File: src/shared/remap_pkg.sv
// Constants, field layouts and types for the remote target address remap table.
// Assumes a 32-bit classic Wishbone register bus and one 100 MHz clock.
package remap_pkg;
    localparam int NUM_SLOTS = 5;
    localparam int ADDR_W = 10;
    localparam int IDX_W = 8;
    localparam int I2C_ADDR_W = 7;
    localparam int SLOT_NUM_W = 3;

    // Register indices; the byte address on the bus is four times the index.
    localparam logic [IDX_W-1:0] PHYS_IDX_SLOT1 = 8'h3a;
    localparam logic [IDX_W-1:0] PHYS_IDX_SLOT2 = 8'h3b;
    localparam logic [IDX_W-1:0] PHYS_IDX_SLOT3 = 8'h3c;
    localparam logic [IDX_W-1:0] PHYS_IDX_SLOT4 = 8'h3d;
    localparam logic [IDX_W-1:0] PHYS_IDX_SLOT5 = 8'h3e;
    localparam logic [IDX_W-1:0] PHYS_IDX [NUM_SLOTS] = '{
        PHYS_IDX_SLOT1, PHYS_IDX_SLOT2, PHYS_IDX_SLOT3, PHYS_IDX_SLOT4, PHYS_IDX_SLOT5
    };
    localparam logic [IDX_W-1:0] ALIAS_IDX [NUM_SLOTS] = '{
        8'h50, 8'h51, 8'h52, 8'h53, 8'h54
    };
    localparam logic [IDX_W-1:0] CTRL_IDX = 8'h58;
    localparam logic [IDX_W-1:0] STATUS_IDX = 8'h59;
    localparam logic [IDX_W-1:0] MISS_IDX = 8'h5a;

    // Address fields sit in bits 7:1 of the slot registers; bit 0 reads zero.
    localparam int ADDR_FIELD_MSB = 7;
    localparam int ADDR_FIELD_LSB = 1;
    localparam logic [I2C_ADDR_W-1:0] PHYS_RESET = 7'h00;
    localparam logic [I2C_ADDR_W-1:0] ALIAS_RESET = 7'h00;
    localparam logic [I2C_ADDR_W-1:0] ALIAS_OFF = 7'h00;

    localparam int CTRL_ENABLE_BIT = 0;
    localparam int CTRL_CLEAR_BIT = 1;
    localparam logic CTRL_ENABLE_RESET = 1'b1;

    localparam int STAT_SLOT_LSB = 0;
    localparam int STAT_HIT_BIT = 3;
    localparam int STAT_ADDR_LSB = 4;
    localparam int STAT_ENABLE_BIT = 11;
    localparam int STAT_COUNT_LSB = 16;

    typedef enum logic {
        BUS_IDLE = 1'b0,
        BUS_ACK = 1'b1
    } bus_state_t;
endpackage

File: src/shared/slot_cfg_if.sv
// Bundle between the remap table and one slot: register writes, contents and the match.
// Assumes the owner drives the query address and write strobes on the same clock.
interface slot_cfg_if;
    logic wr_phys;
    logic wr_alias;
    logic [remap_pkg::I2C_ADDR_W-1:0] wdata;
    logic [remap_pkg::I2C_ADDR_W-1:0] query;
    logic [remap_pkg::I2C_ADDR_W-1:0] phys;
    logic [remap_pkg::I2C_ADDR_W-1:0] alias_addr;
    logic hit;

    modport owner (
        output wr_phys,
        output wr_alias,
        output wdata,
        output query,
        input phys,
        input alias_addr,
        input hit
    );

    modport slot (
        input wr_phys,
        input wr_alias,
        input wdata,
        input query,
        output phys,
        output alias_addr,
        output hit
    );
endinterface

File: src/hdl/remap_slot.sv
// One remap slot: the alias decoder address, the physical target address and the match.
// Assumes write strobes are single-cycle pulses from the register bus on clk_i.
module remap_slot (
    input wire logic clk_i,
    input wire logic rst_i,
    slot_cfg_if.slot cfg
);
    logic [remap_pkg::I2C_ADDR_W-1:0] phys;
    logic [remap_pkg::I2C_ADDR_W-1:0] alias_addr;
    logic [remap_pkg::I2C_ADDR_W-1:0] next_phys;
    logic [remap_pkg::I2C_ADDR_W-1:0] next_alias_addr;

    always_comb begin
        next_phys = phys;
        next_alias_addr = alias_addr;
        if (cfg.wr_phys) begin
            next_phys = cfg.wdata;
        end
        if (cfg.wr_alias) begin
            next_alias_addr = cfg.wdata;
        end
    end

    always_ff @(posedge clk_i) begin
        if (rst_i) begin
            phys <= remap_pkg::PHYS_RESET;
            alias_addr <= remap_pkg::ALIAS_RESET;
        end else begin
            phys <= next_phys;
            alias_addr <= next_alias_addr;
        end
    end

    // A cleared alias disables the slot, so an all-zero query never reaches the target.
    assign cfg.hit = (alias_addr != remap_pkg::ALIAS_OFF) && (alias_addr == cfg.query);
    assign cfg.phys = phys;
    assign cfg.alias_addr = alias_addr;
endmodule

File: src/hdl/remap_table.sv
// Remote target address remap table for slots 1 to 5, with a Wishbone register slave.
// Assumes a classic Wishbone master on clk_i and a local I2C front end on the same clock.
// Notes on behaviour
// - alias match forwards with slot's physical address.
// - physical address in bits 7:1, read/write.
// - physical address fields reset to zero.
// - slots 1..5 at consecutive indices 0x3a..0x3e.
// - zero alias never matches any transaction.
//
// Decided for this implementation: the Wishbone register port.
module remap_table #(
    parameter int CNT_W = 16
) (
    input wire logic clk_i,
    input wire logic rst_i,
    input wire logic wb_cyc_i,
    input wire logic wb_stb_i,
    input wire logic wb_we_i,
    input wire logic [remap_pkg::ADDR_W-1:0] wb_adr_i,
    input wire logic [31:0] wb_dat_i,
    input wire logic [3:0] wb_sel_i,
    output logic [31:0] wb_dat_o,
    output logic wb_ack_o,
    input wire logic req_valid_i,
    input wire logic req_read_i,
    input wire logic [remap_pkg::I2C_ADDR_W-1:0] req_addr_i,
    output logic fwd_valid_o,
    output logic fwd_read_o,
    output logic [remap_pkg::I2C_ADDR_W-1:0] fwd_addr_o,
    output logic [remap_pkg::SLOT_NUM_W-1:0] fwd_slot_o,
    output logic miss_o,
    output logic [remap_pkg::NUM_SLOTS-1:0] slot_hit_o
);
    localparam int N = remap_pkg::NUM_SLOTS;
    localparam int AW = remap_pkg::I2C_ADDR_W;
    localparam int SW = remap_pkg::SLOT_NUM_W;

    slot_cfg_if cfg [N] ();

    logic [N-1:0] hit_vec;
    logic [N-1:0] wr_phys_vec;
    logic [N-1:0] wr_alias_vec;
    logic [AW-1:0] phys_vec [N];
    logic [AW-1:0] alias_vec [N];
    logic [AW-1:0] wdata_field;

    for (genvar k = 0; k < N; k++) begin : g_slot
        assign cfg[k].wr_phys = wr_phys_vec[k];
        assign cfg[k].wr_alias = wr_alias_vec[k];
        assign cfg[k].wdata = wdata_field;
        assign cfg[k].query = req_addr_i;
        assign hit_vec[k] = cfg[k].hit;
        assign phys_vec[k] = cfg[k].phys;
        assign alias_vec[k] = cfg[k].alias_addr;

        remap_slot u_slot (
            .clk_i(clk_i),
            .rst_i(rst_i),
            .cfg(cfg[k])
        );
    end

    // Register bus slave.
    remap_pkg::bus_state_t state;
    remap_pkg::bus_state_t next_state;
    logic next_ack;
    logic [31:0] next_rdata;
    logic [remap_pkg::IDX_W-1:0] idx;
    logic bus_req;
    logic addr_ok;
    logic wr_lane;
    logic wr_ctrl;
    logic enable;
    logic next_enable;
    logic clear_pulse;

    assign idx = wb_adr_i[remap_pkg::ADDR_W-1:2];
    assign addr_ok = (wb_adr_i[1:0] == 2'b00);
    assign bus_req = wb_cyc_i && wb_stb_i && (state == remap_pkg::BUS_IDLE);
    // Every writable field lives in the low byte, so a write without lane 0 changes nothing.
    assign wr_lane = bus_req && addr_ok && wb_we_i && wb_sel_i[0];
    assign wdata_field = wb_dat_i[remap_pkg::ADDR_FIELD_MSB:remap_pkg::ADDR_FIELD_LSB];
    assign wr_ctrl = wr_lane && (idx == remap_pkg::CTRL_IDX);
    assign clear_pulse = wr_ctrl && wb_dat_i[remap_pkg::CTRL_CLEAR_BIT];

    always_comb begin
        for (int k = 0; k < N; k++) begin
            wr_phys_vec[k] = wr_lane && (idx == remap_pkg::PHYS_IDX[k]);
            wr_alias_vec[k] = wr_lane && (idx == remap_pkg::ALIAS_IDX[k]);
        end
    end

    // Status and counters.
    logic [SW-1:0] last_slot;
    logic last_hit;
    logic [AW-1:0] last_addr;
    logic [CNT_W-1:0] fwd_count;
    logic [CNT_W-1:0] miss_count;
    logic [SW-1:0] next_last_slot;
    logic next_last_hit;
    logic [AW-1:0] next_last_addr;
    logic [CNT_W-1:0] next_fwd_count;
    logic [CNT_W-1:0] next_miss_count;
    logic [31:0] status_word;

    always_comb begin
        status_word = 32'h0000_0000;
        status_word[remap_pkg::STAT_SLOT_LSB +: SW] = last_slot;
        status_word[remap_pkg::STAT_HIT_BIT] = last_hit;
        status_word[remap_pkg::STAT_ADDR_LSB +: AW] = last_addr;
        status_word[remap_pkg::STAT_ENABLE_BIT] = enable;
        status_word[remap_pkg::STAT_COUNT_LSB +: CNT_W] = fwd_count;
    end

    always_comb begin
        next_state = state;
        next_ack = 1'b0;
        next_rdata = 32'h0000_0000;
        next_enable = enable;
        if (wr_ctrl) begin
            next_enable = wb_dat_i[remap_pkg::CTRL_ENABLE_BIT];
        end
        unique case (state)
            remap_pkg::BUS_IDLE: begin
                if (bus_req) begin
                    next_state = remap_pkg::BUS_ACK;
                    next_ack = 1'b1;
                    // Unmapped or misaligned addresses answer with zero data.
                    if (addr_ok && !wb_we_i) begin
                        for (int k = 0; k < N; k++) begin
                            if (idx == remap_pkg::PHYS_IDX[k]) begin
                                next_rdata[remap_pkg::ADDR_FIELD_MSB:remap_pkg::ADDR_FIELD_LSB] =
                                    phys_vec[k];
                            end
                            if (idx == remap_pkg::ALIAS_IDX[k]) begin
                                next_rdata[remap_pkg::ADDR_FIELD_MSB:remap_pkg::ADDR_FIELD_LSB] =
                                    alias_vec[k];
                            end
                        end
                        if (idx == remap_pkg::CTRL_IDX) begin
                            next_rdata[remap_pkg::CTRL_ENABLE_BIT] = enable;
                        end
                        if (idx == remap_pkg::STATUS_IDX) begin
                            next_rdata = status_word;
                        end
                        if (idx == remap_pkg::MISS_IDX) begin
                            next_rdata[CNT_W-1:0] = miss_count;
                        end
                    end
                end
            end
            remap_pkg::BUS_ACK: begin
                next_state = remap_pkg::BUS_IDLE;
            end
        endcase
    end

    always_ff @(posedge clk_i) begin
        if (rst_i) begin
            state <= remap_pkg::BUS_IDLE;
            wb_ack_o <= 1'b0;
            wb_dat_o <= 32'h0000_0000;
            enable <= remap_pkg::CTRL_ENABLE_RESET;
        end else begin
            state <= next_state;
            wb_ack_o <= next_ack;
            wb_dat_o <= next_rdata;
            enable <= next_enable;
        end
    end

    // Address translation: the lowest matching slot wins if aliases overlap.
    logic found;
    logic [SW-1:0] sel_slot;
    logic [AW-1:0] sel_phys;
    logic next_fwd_valid;
    logic next_fwd_read;
    logic [AW-1:0] next_fwd_addr;
    logic [SW-1:0] next_fwd_slot;
    logic next_miss;
    logic [N-1:0] next_slot_hit;

    always_comb begin
        found = 1'b0;
        sel_slot = '0;
        sel_phys = '0;
        for (int k = N - 1; k >= 0; k--) begin
            if (hit_vec[k]) begin
                found = 1'b1;
                sel_slot = SW'(k + 1);
                sel_phys = phys_vec[k];
            end
        end
    end

    always_comb begin
        next_fwd_valid = 1'b0;
        next_fwd_read = fwd_read_o;
        next_fwd_addr = fwd_addr_o;
        next_fwd_slot = fwd_slot_o;
        next_miss = 1'b0;
        next_slot_hit = '0;
        next_last_slot = last_slot;
        next_last_hit = last_hit;
        next_last_addr = last_addr;
        next_fwd_count = clear_pulse ? '0 : fwd_count;
        next_miss_count = clear_pulse ? '0 : miss_count;
        if (req_valid_i) begin
            if (enable && found) begin
                next_fwd_valid = 1'b1;
                next_fwd_read = req_read_i;
                next_fwd_addr = sel_phys;
                next_fwd_slot = sel_slot;
                next_slot_hit = hit_vec;
                next_last_slot = sel_slot;
                next_last_hit = 1'b1;
                next_last_addr = sel_phys;
                // A forward in the clearing cycle is still counted.
                next_fwd_count = next_fwd_count + CNT_W'(1);
            end else begin
                next_miss = 1'b1;
                next_last_hit = 1'b0;
                next_miss_count = next_miss_count + CNT_W'(1);
            end
        end
    end

    always_ff @(posedge clk_i) begin
        if (rst_i) begin
            fwd_valid_o <= 1'b0;
            fwd_read_o <= 1'b0;
            fwd_addr_o <= '0;
            fwd_slot_o <= '0;
            miss_o <= 1'b0;
            slot_hit_o <= '0;
            last_slot <= '0;
            last_hit <= 1'b0;
            last_addr <= '0;
            fwd_count <= '0;
            miss_count <= '0;
        end else begin
            fwd_valid_o <= next_fwd_valid;
            fwd_read_o <= next_fwd_read;
            fwd_addr_o <= next_fwd_addr;
            fwd_slot_o <= next_fwd_slot;
            miss_o <= next_miss;
            slot_hit_o <= next_slot_hit;
            last_slot <= next_last_slot;
            last_hit <= next_last_hit;
            last_addr <= next_last_addr;
            fwd_count <= next_fwd_count;
            miss_count <= next_miss_count;
        end
    end
endmodule

File: config.mk
export PLATFORM = sky130hd
export DESIGN_NAME = remap_table
export DESIGN_NICKNAME = d
export VERILOG_FILES = /design/src/shared/remap_pkg.sv /design/src/shared/slot_cfg_if.sv /design/src/hdl/remap_slot.sv /design/src/hdl/remap_table.sv
export SDC_FILE = /design/constraint.sdc
export NUM_CORES = 1
export LEC_CHECK = 0
export BUFFER_PORTS_ARGS = -buffer_cell sky130_fd_sc_hd__buf_2
export CORE_ASPECT_RATIO = 1.4
export CORE_UTILIZATION = 46
export DETAILED_ROUTE_END_ITERATION = 8
export PLACE_DENSITY = 0.71
export REMOVE_ABC_BUFFERS = 1
export SLEW_MARGIN = 10
export SYNTH_ARGS = -nofsm -noshare
export SYNTH_HDL_FRONTEND = slang
export SYNTH_HIERARCHICAL = 1
export SYNTH_SLANG_ARGS = --single-unit
File: constraint.sdc
create_clock -name clk_i -period 2.5 [get_ports clk_i]
set_input_delay 0.5 -clock clk_i [delete_from_list [all_inputs] [get_ports clk_i]]
set_output_delay 0.5 -clock clk_i [all_outputs]
set_load 0.02 [all_outputs]
## Word-level counts from Yosys, hierarchy flattened

Index checks and enable logic that the tools add are counted.

- Flip-flop bits (word level): 156
- Output and inout port bits: 51

- Add/sub/neg operators: 2
- Eq/ne operators: 18
- Mux-type cells: 38
- Bitwise logic cells: 6
- Reductions and logical operators: 37

Operators with widths:

| kind | number |
|---|---|
| 16-bit 2-to-1 mux | 7 |
| 7-bit 2-to-1 mux | 15 |
| 8-bit by 7-bit == test with 1-bit output (second input constant) | 8 |
| 8-bit by 6-bit == test with 1-bit output (second input constant) | 5 |
| 7-bit == test | 5 |
| 7-bit nonzero test | 5 |
| 16-bit by 1-bit adder with 16-bit output (second input constant) | 2 |
| 1-bit logical AND | 24 |
| 3-bit 2-to-1 mux | 5 |
| 12-bit 2-to-1 mux | 1 |
| 1-bit 2-to-1 mux | 9 |
| 1-bit inverter | 6 |
| 5-bit OR reduction | 1 |
| 2-bit OR reduction | 2 |
| 4-bit OR reduction | 1 |
| 3-bit OR reduction | 1 |
| 2-bit logical NOT | 1 |
| 1-bit case mux with 2 select lines | 1 |
| 2-bit AND reduction | 1 |
| 1-bit logical NOT | 1 |

## Depth between registers and ports, before layout

- Word-level depth: 13
- Mapped depth: 12

## By module

The synthesis kept the hierarchy.

By module, submodules not included:

| module | instances | cells an instance | area each (µm²) | sequential area each (µm²) |
|---|---|---|---|---|
| remap_table | 1 | 548 | 4499.3 | 1701.6 |
| remap_slot | 5 | 57 | 583.1 | 280.3 |

## Least setup slack after synthesis

OpenSTA, ideal clock, no wires.

- Kind: in2reg
- From: in req_addr_i[6] (netlist name)
- To: reg fwd_count[15]
- Library setup time: 0.115 ns
- Arrival: 2.403 ns
- Data required time: 2.385 ns
- Setup slack: -0.017 ns
- Stages: 9
- Path through: a211o_1 > a2111oi_2 > or2_2 > buf_4 > o211ai_2 > nor3_2 > and4bb_2 > xnor2_1 > nor2_1

RTL lines:

| element | line | text |
|---|---|---|
| start: declaration | remap_table.sv:26 | `input wire logic [remap_pkg::I2C_ADDR_W-1:0] req_addr_i,` |
| 7-bit == test | remap_slot.sv:35 | `assign cfg.hit = (alias_addr != remap_pkg::ALIAS_OFF) && (alias_addr == cfg.query);` |
| 1-bit logical AND | remap_slot.sv:35 |  |
| via cfg[2].hit | slot_cfg_if.sv:10 | `logic hit;` |
| 1-bit 2-to-1 mux (3 in a row) | remap_table.sv:188 | `if (hit_vec[k]) begin` |
| 1-bit logical AND | remap_table.sv:209 | `if (enable && found) begin` |
| 16-bit 2-to-1 mux | remap_table.sv:209 |  |
| 16-bit 2-to-1 mux | remap_table.sv:208 | `if (req_valid_i) begin` |
| end signal: assignment | remap_table.sv:251 | `fwd_count <= next_fwd_count;` |
| end: declaration | remap_table.sv:97 | `logic [CNT_W-1:0] fwd_count;` |

The timed path passes the listed nets, and every way through them passes these cells.
A chain may end at the register's enable or synchronous reset.

## Final worst setup path

- From: reg g_slot[4].u_slot.alias_addr, in the netlist g_slot[4].u_slot/cfg.alias_addr[0]
- To: reg miss_count[13]

- Longest elaborated chain between the ends: 10

RTL lines:

| element | line | text |
|---|---|---|
| start: declaration | remap_slot.sv:9 | `logic [remap_pkg::I2C_ADDR_W-1:0] alias_addr;` |
| start signal: assignment | remap_slot.sv:27 | `alias_addr <= remap_pkg::ALIAS_RESET;` |
| start signal: assignment | remap_slot.sv:30 | `alias_addr <= next_alias_addr;` |
| 7-bit == test or 7-bit nonzero test (tied branches) | remap_slot.sv:35 |  |
| 1-bit logical AND * | remap_slot.sv:35 |  |
| via cfg[4].hit | slot_cfg_if.sv:10 |  |
| 1-bit 2-to-1 mux * (5 in a row) | remap_table.sv:188 |  |
| 1-bit logical AND * | remap_table.sv:209 |  |
| 16-bit 2-to-1 mux * | remap_table.sv:209 |  |
| 16-bit 2-to-1 mux * | remap_table.sv:208 |  |
| end signal: assignment | remap_table.sv:252 | `miss_count <= next_miss_count;` |
| end: declaration | remap_table.sv:98 | `logic [CNT_W-1:0] miss_count;` |

Mark *: on every way through the listed nets, which the timed path passes. The rest lies on a longest branch.

==> run metrics <==
run status=complete, but fails checks; violated checks=setup timing; total global-route track usage=27.9%; starting density of the core=47.3%; CTS buffer count=17; Synth top area share=41.8%; WHS Endpoint=enable; global-route wire length before repair=35200 um; Post-synth EDFFs=0; synthesized area=0.00741 mm2; ANT nets after route=0; drt drc=0; RSZ-0062 raised after global routing=true; reg2reg setup slack=-0.06 ns; Worst setup EP type=flip-flop; cell count after synthesis=833; clk_lat worst skew=0.44 ns; routed len/inst=around 19 um; Ports=111; routed vias=7071; R2R Path End=miss_count[13]; WP data arrival=2.89 ns; filler cell count=1369; WP data required=roughly 2.8 ns; Worst VDD drop=0.000533 V; Reg clk slew, reported paths=0.07 ns; Final Cycle Share=103%; post-route total power=5.35 mW; antenna violations before repair=0; First DRT Iteration DRCs=682; CTS sink cnt=155; Largest delay share family, worst path=simple AND/OR/NAND/NOR gates; nets@finish=1070; DR pass1 iterations=5; CTS H-tree depth=4; DP HPWL=16400 um; CP cell instances=nor4_4 -> a211o_1 -> a2111oi_4 -> or3_4 -> o21ai_4 -> buf_6 -> nand4_1 -> buf_4 -> nor4b_4 -> xnor2_1 -> nor2_1; Setup Skew=0.0129 ns; synth warn=6; DP Area=0.00875 mm2; Synth area leader=dfxtp_1; top post-synthesis cells by area=dfxtp_1 42%, mux2i_1 9.9%, nor2_1 7.1%, xnor2_1 3.4%, xor2_1 3.3%; mean post-synth cell area=8.90 um2; GRT overflow=0; register area share after synthesis=41.8%; setup total negative slack=-0.0850 ns; CP max stage cell=or3_4; area added between synthesis and finish=28.0%; Final Cell Area=0.00949 mm2; maxcap violations=0; # hold bufs at CTS=0; CP Class=flip-flop to flip-flop; worst r2r path cells=11; drt total wl=22900 um; WP buf/inv=2; Tmin final=2.56 ns; gp weighted congestion=approximately 0.98; Die ar.=0.0166 mm2; leakage=~3.7 nW; # rows=54; Max Fclk=~400 MHz; Min Hold Slack=0.297 ns; Synth Flop Type=dfxtp_1; die span in x=approximately 110 um; Worst Slack Setup Final=-0.0636 ns; Hold Crit Depth=3; pwr dens=564 mW/mm2; fin util=60.5%; CP max FO=4; #FFs+latches synth=155; Crit path largest cell delay=0.44 ns; kind of start point of the critical path=flip-flop; Port Buffers=83; number of vias per cell=~5.8; final setup fails=3; Die Y-Extent=152 um; Hold Crit Class=input port to flip-flop; CTS Buffer Depth=2; Max Slew Vio Count=0; layout cells sized above 1=27.4%; vias in the first global route=6712; number of diodes=0; final hold violations=0; library cells used by synthesis=63; Core ar.=0.0157 mm2; CTS tree=done; Worst Hold Launch=wb_dat_i[0]; FF-to-FF Start=g_slot[4].u_slot/cfg.alias_addr[0]; worst slew pin tran=0.615 ns; slew margin rel.=59.0%; Async SR Flop Fraction=0%; pin count of the biggest net entering global routing=60; clk root buf=clkbuf_16
[cell families after synthesis]
kind of cell	share of synthesized area, %
adders and majority gates	0.337
xor gates and xnor gates	6.73
muxes	10.0
AOI/OAI and AO/OA	12.8
DFF	41.8
buffers and inverters	3.56
and+or+nand+nor	24.7
[how the worst max path moves through the flow]
stage	start	endpoint	cells after the start	slack, ns
3_3_place_gp	wb_adr_i[1]	miss_count[8]	12	-0.24
5_1_grt	g_slot[4].u_slot/cfg.alias_addr[0]	miss_count[13]	11	-0.14
3_5_place_dp	wb_adr_i[1]	miss_count[8]	12	-0.30
2_1_floorplan	req_addr_i[6]	last_addr[1]	8	-0.59
6_report	g_slot[4].u_slot/cfg.alias_addr[0]	miss_count[13]	11	-0.06
4_1_cts	g_slot[4].u_slot/cfg.alias_addr[5]	last_addr[6]	11	0.004
[cells in the mapped netlist (all sizes together) (18+ instances only)]
library cell,number
dfxtp,155
nand4,18
buf,31
mux2i,73
nor2,141
nand3,19
nor3,31
and3,20
clkbuf,19
xnor2,29
nand2,63
xor2,28
o21ai,24
[cells in the final DEF, fill, tap and decap left out, drive strengths merged, types with 4 or more instances in the layout]
| cell | n |
|---|---|
| mux2i | 73 |
| o22ai | 16 |
| clkinv | 4 |
| and2 | 15 |
| inv | 15 |
| a221o | 4 |
| o311ai | 6 |
| o21ai | 24 |
| nor3 | 31 |
| a211o | 6 |
| a21oi | 16 |
| a31oi | 7 |
| dfxtp | 155 |
| a2111oi | 5 |
| a21boi | 4 |
| nor4 | 15 |
| or3 | 4 |
| and3 | 20 |
| buf | 206 |
| xor2 | 28 |
| o41ai | 5 |
| xnor2 | 29 |
| or4 | 6 |
| clkbuf | 17 |
| a221oi | 10 |
| nor2b | 5 |
| or2 | 4 |
| a22o | 5 |
| a211oi | 5 |
| nand2b | 5 |
| nand2 | 63 |
| nor2 | 141 |
| nand3 | 19 |
| nand4 | 18 |
[per-layer routing]
metal	share of wire (%)	vias to the layer above	GRT usage, %
met5	0	-	0
met4	5.8	0	17.5
met3	5.8	91	5.47
met2	50	326	46.9
met1	39	3307	31.7
li1	-	3347	-
[worst reg2reg max path: cells and delay by family, from the launching register on]
| kind | cells | cell delay, ns |
|---|---|---|
| AOI/OAI and AO/OA | 3 | 0.49 |
| buffers and inverters | 2 | 0.30 |
| and+or+nand+nor | 5 | 1.20 |
| DFF | 1 | 0.34 |
| xor gates and xnor gates | 1 | 0.15 |
[metrics by stage]
step	instances	setup WS (ns)
final	1217	-0.0636
after global routing	1217	-0.145
after CTS	1211	0.00433
after detailed placement	1178	-0.302
after global placement	1178	-0.243
after floorplan	783	-0.589
[state kept, by name (all words and copies together) (netlist names)]
| register | flops |
|---|---|
| g_slot.u_slot/cfg.phys | 35 |
| miss_o | 1 |
| miss_count | 16 |
| last_slot | 3 |
| wb_dat_o | 32 |
| enable | 1 |
| fwd_count | 16 |
| fwd_read_o | 1 |
| slot_hit_o | 5 |
| wb_ack_o | 1 |
| last_hit | 1 |
| g_slot.u_slot/cfg.alias_addr | 35 |
| last_addr | 7 |
| fwd_valid_o | 1 |
[timing repair]
action	CTS	global route
resized for setup	5	24
pin swaps	2	14
setup buffers	1	7
setup endpoints to repair	2	25
[layout make-up]
type	count	area (um2)	area share, %
clock inverters	15	169	1.78
inverters	6	22.5	0.237
repair buffers	206	1380	14.5
multi-input cells	622	4140	43.6
well taps	196	245	2.58
flip-flops and latches	155	3110	32.8
clock buffers	17	425	4.48
[power breakdown]
| group | total (mW) | internal [mW] | switching (mW) |
|---|---|---|---|
| registers | 2.47 | 2.47 | 0.00361 |
| logic | 0.292 | 0.101 | 0.191 |
| clock network | 2.58 | 1.35 | 1.24 |
| total | 5.35 | 3.92 | 1.43 |
No activity file was read; power rests on OpenSTA's default activity.
